===== src/bhr_pkg.sv =====
// Package of constants and types for the bus hang recovery block.
`default_nettype none
package bhr_pkg;
    // Clock rate and recovery timing.
    localparam int CLK_HZ = 20_000_000;
    localparam int HALF_PERIOD_NS = 5000;
    localparam int HALF_PERIOD_CYC =
        (HALF_PERIOD_NS * (CLK_HZ / 1_000_000) + 999) / 1000;
    localparam int MAX_PULSES = 9;
    localparam int CNT_W = 16;
    localparam int PULSE_W = 4;

    typedef enum logic [5:0] {
        BHR_IDLE = 6'h01,
        BHR_LOW = 6'h02,
        BHR_HIGH = 6'h04,
        BHR_START = 6'h08,
        BHR_DONE = 6'h10,
        BHR_FAIL = 6'h20
    } bhr_state_type;

    // Open-drain pin drive: output value and enable.
    typedef struct packed {
        logic out;
        logic oe;
    } bhr_pin_type;

    typedef struct packed {
        logic busy;
        logic done;
        logic failed;
        logic hung;
    } bhr_status_type;
endpackage : bhr_pkg
`default_nettype wire


===== src/bhr_recovery.sv =====
// Bus hang recovery engine for the clock and data lines of the two-wire bus.
`timescale 1ns/1ps
`default_nettype none
module bhr_recovery
    import bhr_pkg::*;
#(
    parameter int HALF_CYC = bhr_pkg::HALF_PERIOD_CYC,
    parameter int PULSES = bhr_pkg::MAX_PULSES
) (
    input wire logic clk,
    input wire logic reset,
    input wire logic recover_req,
    input wire logic clear_status,
    input wire logic scl_in,
    input wire logic sda_in,
    output bhr_pkg::bhr_pin_type scl_drive,
    output bhr_pkg::bhr_pin_type sda_drive,
    output bhr_pkg::bhr_status_type status,
    output logic transfer_allowed
);
    import bhr_pkg::*;

    localparam bit HALF_BAD = (HALF_CYC < 1) || (HALF_CYC >= (1 << CNT_W));
    localparam bit PULSE_BAD = (PULSES < 1) || (PULSES >= (1 << PULSE_W));

    // The timer and pulse counters cannot hold values outside these bounds.
    if (HALF_BAD || PULSE_BAD) begin : g_bad_params
        $error("bhr_recovery: parameter out of range");
    end

    localparam logic [CNT_W-1:0] HALF_LAST = CNT_W'(HALF_CYC - 1);
    localparam logic [PULSE_W-1:0] PULSE_LAST = PULSE_W'(PULSES);

    bhr_state_type state;
    bhr_state_type next_state;
    logic [CNT_W-1:0] timer;
    logic [PULSE_W-1:0] pulses;
    logic scl_s;
    logic sda_s;
    logic done_flag;
    logic fail_flag;

    bhr_sync #(.RESET_VALUE(1'b1)) u_sync_scl (
        .clk(clk),
        .reset(reset),
        .din(scl_in),
        .dout(scl_s)
    );
    bhr_sync #(.RESET_VALUE(1'b1)) u_sync_sda (
        .clk(clk),
        .reset(reset),
        .din(sda_in),
        .dout(sda_s)
    );

    wire timer_done = (timer == HALF_LAST);
    wire bus_hung = ~sda_s;
    wire last_pulse = (pulses == PULSE_LAST);
    // High phase waits for the clock to really be high, so a stretching slave is honoured.
    wire high_ok = timer_done & scl_s;

    always_comb begin
        next_state = state;
        case (state)
            BHR_IDLE: begin
                if (recover_req & bus_hung)
                    next_state = BHR_LOW;
            end
            BHR_LOW: begin
                if (timer_done)
                    next_state = BHR_HIGH;
            end
            BHR_HIGH: begin
                if (high_ok & sda_s)
                    next_state = BHR_START;
                else if (high_ok & last_pulse)
                    next_state = BHR_FAIL;
                else if (high_ok)
                    next_state = BHR_LOW;
            end
            BHR_START: begin
                if (timer_done)
                    next_state = BHR_DONE;
            end
            BHR_DONE: begin
                if (timer_done)
                    next_state = BHR_IDLE;
            end
            BHR_FAIL: begin
                next_state = BHR_IDLE;
            end
            default: begin
                next_state = BHR_IDLE;
            end
        endcase
    end

    wire state_change = (next_state != state);
    wire in_idle = (state == BHR_IDLE);
    wire in_low = (state == BHR_LOW);
    wire in_done = (state == BHR_DONE);
    wire in_fail = (state == BHR_FAIL);
    wire next_idle = (next_state == BHR_IDLE);
    wire pulse_begin = in_low & timer_done;
    // Clock driven low in the low phase, and data pulled low for the start condition.
    wire next_scl_low = (next_state == BHR_LOW);
    wire next_sda_low = (next_state == BHR_START);
    wire set_done = in_done & timer_done;
    wire set_fail = in_fail;
    // The timer restarts on each state change, so every phase gets its full length.
    wire [CNT_W-1:0] next_timer = (state_change | timer_done) ? '0 : timer + 1'b1;
    // The count is cleared in idle, so each recovery gets all of its pulses.
    wire [PULSE_W-1:0] pulses_inc = pulse_begin ? pulses + 1'b1 : pulses;
    wire [PULSE_W-1:0] next_pulses = in_idle ? '0 : pulses_inc;
    // Set wins over clear for both sticky flags.
    wire next_done_flag = set_done | (done_flag & ~clear_status);
    wire next_fail_flag = set_fail | (fail_flag & ~clear_status);
    wire next_allowed = next_idle & sda_s;
    bhr_pin_type next_scl_drive;
    bhr_pin_type next_sda_drive;
    bhr_status_type next_status;

    assign next_scl_drive = '{out: 1'b0, oe: next_scl_low};
    assign next_sda_drive = '{out: 1'b0, oe: next_sda_low};
    assign next_status = '{
        busy: ~next_idle,
        done: done_flag,
        failed: fail_flag,
        hung: bus_hung
    };

    // Recovery state.
    always_ff @(posedge clk or posedge reset) begin
        if (reset) begin
            state <= BHR_IDLE;
        end else begin
            state <= next_state;
        end
    end

    // Phase timer.
    always_ff @(posedge clk or posedge reset) begin
        if (reset) begin
            timer <= '0;
        end else begin
            timer <= next_timer;
        end
    end

    always_ff @(posedge clk or posedge reset) begin
        if (reset) begin
            pulses <= '0;
        end else begin
            pulses <= next_pulses;
        end
    end

    always_ff @(posedge clk or posedge reset) begin
        if (reset) begin
            scl_drive <= '0;
        end else begin
            scl_drive <= next_scl_drive;
        end
    end

    always_ff @(posedge clk or posedge reset) begin
        if (reset) begin
            sda_drive <= '0;
        end else begin
            sda_drive <= next_sda_drive;
        end
    end

    // Done flag.
    always_ff @(posedge clk or posedge reset) begin
        if (reset) begin
            done_flag <= 1'b0;
        end else begin
            done_flag <= next_done_flag;
        end
    end

    always_ff @(posedge clk or posedge reset) begin
        if (reset) begin
            fail_flag <= 1'b0;
        end else begin
            fail_flag <= next_fail_flag;
        end
    end

    // Status word.
    always_ff @(posedge clk or posedge reset) begin
        if (reset) begin
            status <= '0;
        end else begin
            status <= next_status;
        end
    end

    always_ff @(posedge clk or posedge reset) begin
        if (reset) begin
            transfer_allowed <= 1'b0;
        end else begin
            transfer_allowed <= next_allowed;
        end
    end
endmodule : bhr_recovery
`default_nettype wire


===== src/bhr_sync.sv =====
// Two flip-flop synchroniser for a pin level.
`timescale 1ns/1ps
`default_nettype none
module bhr_sync #(
    parameter logic RESET_VALUE = 1'b1
) (
    input wire logic clk,
    input wire logic reset,
    input wire logic din,
    output logic dout
);
    logic stage1;

    always_ff @(posedge clk or posedge reset) begin
        if (reset) begin
            stage1 <= RESET_VALUE;
            dout <= RESET_VALUE;
        end else begin
            stage1 <= din;
            dout <= stage1;
        end
    end
endmodule : bhr_sync
`default_nettype wire


===== config.mk =====
export PLATFORM = sky130hd
export DESIGN_NAME = bhr_recovery
export DESIGN_NICKNAME = d
export VERILOG_FILES = /design/src/bhr_pkg.sv /design/src/bhr_recovery.sv /design/src/bhr_sync.sv
export SDC_FILE = /design/constraint.sdc
export NUM_CORES = 1
export LEC_CHECK = 0
export BUFFER_PORTS_ARGS = -buffer_cell sky130_fd_sc_hd__buf_2
export CAP_MARGIN = 20
export CORE_UTILIZATION = 33
export DETAILED_ROUTE_END_ITERATION = 10
export HOLD_SLACK_MARGIN = 0.02
export PLACE_DENSITY = 0.49
export SYNTH_ARGS = -nofsm -noshare
export SYNTH_HDL_FRONTEND = slang
export SYNTH_SLANG_ARGS = --single-unit

===== constraint.sdc =====
create_clock -name clk -period 3.29 [get_ports clk]
set_clock_uncertainty 0.15 [all_clocks]
set_input_delay 0.8225 -clock clk [delete_from_list [all_inputs] [get_ports clk]]
set_output_delay 0.8225 -clock clk [all_outputs]
set_load 0.1 [all_outputs]

==> impl_metrics.tcl <==
set metrics [dict create \
    run_status "complete, no violations" \
    timing_hold_violations_final 0 \
    routabilityCongestion 0.750 \
    floorplan.core_area_um2 5510 \
    grt_antenna_before_repair 0 \
    synth_async_sr_flop_share_pct 100 \
    layout_commonest_cell "sky130_fd_sc_hd__dfrtp_1" \
    dp_hpwl_mm 2.59 \
    count_of_pins_on_the_block_boundary 15 \
    nNetsFinal 203 \
    reg2reg_setup_slack_ns 0.70 \
    vdd_ir_drop_max_uv 425 \
    synth_top_area_cell "sky130_fd_sc_hd__dfrtp_1" \
    cts_htree_levels 2 \
    post_route_cells_drive_above_1_share_pct 18.5 \
    grt_setup_unrepaired "false" \
    filler_cell_count 554 \
    cts_repair_resize_count 0 \
    global_route_wire_length_before_repair_mm 6.32 \
    floorplan.initialDensity_pct 34.3 \
    postLayoutCellArea_um2 2090 \
    yosys_warnings 0 \
    worst-r2r-cell-count 5 \
    clkSinkCount 39 \
    cts_tree "done" \
    largest_family_of_logic_cells_by_synthesized_area "simple AND/OR/NAND/NOR gates" \
    ys_top_cells_by_area "sky130_fd_sc_hd__dfrtp_1, sky130_fd_sc_hd__dfstp_2, sky130_fd_sc_hd__nor2_1" \
    min_delay_path_depth 0 \
    cts.reportedPaths.clkPinSlew_ns 0.08 \
    crit_chain "nor4b_2 -> nand2_4 -> a2111oi_0 -> nand4_2 -> nor2_1" \
    final_min_period_over_clock_period_pct 78.8 \
    max_cap_violations 0 \
    layout_min_cycle_time_ns 2.59 \
    route.antenna.remaining_nets 0 \
    powerDensity_nw_per_um2 608 \
    antenna_cells 0 \
    worstPathArrival_ns 2.64 \
    die_w_um 77.7 \
    critPathTopFamily "simple AND/OR/NAND/NOR gates" \
    placed_cells_incl_taps 259 \
    leakagePower_nw 0.937 \
    achievable-frequency_mhz 386 \
    cts_root_buf "sky130_fd_sc_hd__clkbuf_8" \
    final-max-slew-violation-count 0 \
    critical_path.slowest_cell "sky130_fd_sc_hd__a2111oi_0" \
    fin_cells 267 \
    syn_to_final_growth_pct 10.8 \
    post_synthesis_instance_area_um2 1890 \
    timing_worst_setup_path_type "register to register" \
    critical_path.n_buffers_inverters 0 \
    tritoncts.num_buffers 5 \
    hold_path_class "register to register" \
    ys_ff_latch 39 \
    synth_compound_area_share_pct 6.02 \
    grt_start_max_net_pins 22 \
    hold_path_startpoint "u_sync_scl.stage1$_DFF_PP1_" \
    synth_enable_flop_cells 0 \
    final.setup.tns_ns 0 \
    crit_fanout 16 \
    dr_total_vias 1315 \
    setup_viol 0 \
    r2r_end "timer[0]$_DFF_PP0_" \
    synthMuxAreaShare_pct 0.596 \
    groute.usage.overall_pct 13.7 \
    synth_top_flop_cell "sky130_fd_sc_hd__dfrtp_1" \
    row_count 27 \
    clock_insertion_delay_worst_skew_ns 0.28 \
    xor_xnor_share_of_the_synthesized_area_pct 8.34 \
    post_drt_via_cell_ratio 4.93 \
    globalRouteOverflowTotal 0 \
    drt_first_pass_iters 4 \
    synth_top_cell_area_share_pct 45.0 \
    placement.io_buffers 12 \
    cp_slowest_stage_delay_ns 0.59 \
    clock_path_buffers 2 \
    post_cts_buffers 0 \
    drtIter0Drc 109 \
    chipHeight_um 77.7 \
    syn-instance-count 180 \
    postCtsHoldBufs 0 \
    crit_required_ns 3.34 \
    finalWirelength_mm 3.62 \
    layout_common_cells "sky130_fd_sc_hd__dfrtp_1, sky130_fd_sc_hd__nor2_1, sky130_fd_sc_hd__nand3_1, sky130_fd_sc_hd__buf_2, sky130_fd_sc_hd__xnor2_1" \
    avgRoutedWirePerCell_um 13.6 \
    synth_simple_gate_area_share_pct 26.4 \
    critical_path.startpoint_type "register" \
    grt_pass1_vias 1365 \
    critPathCaptureType "register" \
    die_area_um2 6040 \
    post-route-drc-count 0 \
    synth_fa_ha_area_share_pct 1.99 \
    synth.distinct_cells 42 \
    postSynthAreaPerCell_um2 10.5 \
    slew_headroom_pct 50.1 \
    timing_worst_slew_pin_value_ns 0.748 \
    seq_area_frac_synth_pct 52.0 \
    placement.cell_area_um2 2010 \
    reg_to_reg_startpoint "state[4]$_DFF_PP0_" \
    hold_path_sink "u_sync_scl.dout$_DFF_PP1_" \
]
-- worst reg2reg max path: stages, from the launching register on --
cell and delay, ns:
sky130_fd_sc_hd__dfrtp_1 0.47, sky130_fd_sc_hd__nor4b_2 0.41, sky130_fd_sc_hd__nand2_4 0.15, sky130_fd_sc_hd__a2111oi_0 0.59, sky130_fd_sc_hd__nand4_2 0.50, sky130_fd_sc_hd__nor2_1 0.24
-- kinds of logic (layout without fill, tap and decap cells) --
kind of cell | Yosys count | count (layout)
fa+ha+maj | 3 | 3
other cells | 1 | 2
mux | 1 | 1
flops | 39 | 39
simple gates | 84 | 84
compound gates | 18 | 18
xor+xnor | 18 | 18
buf+inv | 16 | 30
-- final cells by class --
type	count	area, um2	share of cell area (%)
clock inverters	1	5.00	0.239
clock buffers	7	76.3	3.64
repair buffers	13	80.1	3.82
inverters	9	33.8	1.61
flip-flops and latches	39	982	46.9
multi-input cells	126	827	39.5
well taps	72	90.1	4.30
-- per-layer routing --
| metal | GRT usage, % | part of all wire (%) | up-vias |
|---|---|---|---|
| met5 | 0 | 0 | - |
| met4 | 5.85 | 0.80 | 0 |
| met3 | 3.65 | 2.5 | 2 |
| met2 | 22.7 | 51 | 15 |
| met1 | 16.6 | 45 | 656 |
| li1 | - | - | 642 |
-- worst max path at each step --
stage,slack (ns),from,cells after the start,end
after floorplan,0.91,timer[11]$_DFF_PP0_,6,pulses[1]$_DFFE_PP0P_
after global placement,0.80,recover_req,6,timer[1]$_DFF_PP0_
after detailed placement,0.71,recover_req,6,timer[11]$_DFF_PP0_
after CTS,0.69,state[2]$_DFF_PP0_,5,timer[0]$_DFF_PP0_
after global routing,0.51,state[2]$_DFF_PP0_,5,timer[14]$_DFF_PP0_
final,0.70,state[4]$_DFF_PP0_,5,timer[0]$_DFF_PP0_
-- stage by stage --
| step | util [%] | hold WS, ns | total power [mW] | setup slack [ns] |
|---|---|---|---|---|
| 2_1_floorplan | - | 0.195 | 0.909 | 0.909 |
| 3_3_place_gp | 36.6 | 0.196 | 0.967 | 0.805 |
| 3_5_place_dp | 36.6 | 0.197 | 0.979 | 0.714 |
| 4_1_cts | 38.0 | 0.208 | 1.29 | 0.690 |
| 5_1_grt | 38.0 | 0.218 | 1.35 | 0.511 |
| 6_report | 38.0 | 0.207 | 1.27 | 0.698 |
-- power by group --
group          internal [mW]  switching [mW]
registers              0.530          0.0461
clock network          0.149           0.160
logic                 0.0960           0.292
total                  0.775           0.498
-- cell usage after synthesis, types with 2 or more instances --
| cell type | instances |
|---|---|
| sky130_fd_sc_hd__or4_1 | 2 |
| sky130_fd_sc_hd__nor3_1 | 4 |
| sky130_fd_sc_hd__o211ai_1 | 2 |
| sky130_fd_sc_hd__dfstp_2 | 5 |
| sky130_fd_sc_hd__and3_1 | 5 |
| sky130_fd_sc_hd__nand4_1 | 3 |
| sky130_fd_sc_hd__nand2b_1 | 2 |
| sky130_fd_sc_hd__a211o_1 | 2 |
| sky130_fd_sc_hd__nor2_1 | 31 |
| sky130_fd_sc_hd__xor2_1 | 8 |
| sky130_fd_sc_hd__dfrtp_1 | 34 |
| sky130_fd_sc_hd__nor4_1 | 2 |
| sky130_fd_sc_hd__or4_4 | 3 |
| sky130_fd_sc_hd__xnor2_1 | 10 |
| sky130_fd_sc_hd__o22ai_1 | 3 |
| sky130_fd_sc_hd__inv_1 | 9 |
| sky130_fd_sc_hd__o21ai_0 | 4 |
| sky130_fd_sc_hd__buf_2 | 2 |
| sky130_fd_sc_hd__a21oi_1 | 3 |
| sky130_fd_sc_hd__o21ai_1 | 2 |
| sky130_fd_sc_hd__nand3_1 | 12 |
| sky130_fd_sc_hd__nand3b_1 | 4 |
| sky130_fd_sc_hd__buf_6 | 2 |
| sky130_fd_sc_hd__ha_1 | 3 |
| sky130_fd_sc_hd__nand2_1 | 5 |
| sky130_fd_sc_hd__buf_4 | 2 |
-- state kept, by name, summed over array words and instances, names as in the netlist --
| signal | cells |
|---|---|
| status | 4 |
| u_sync_sda.dout | 1 |
| u_sync_scl.dout | 1 |
| state | 6 |
| u_sync_sda.stage1 | 1 |
| u_sync_scl.stage1 | 1 |
| timer | 16 |
| fail_flag | 1 |
| scl_drive | 1 |
| transfer_allowed | 1 |
| pulses | 4 |
| done_flag | 1 |
| sda_drive | 1 |
Power figures use the tool's default switching activity.
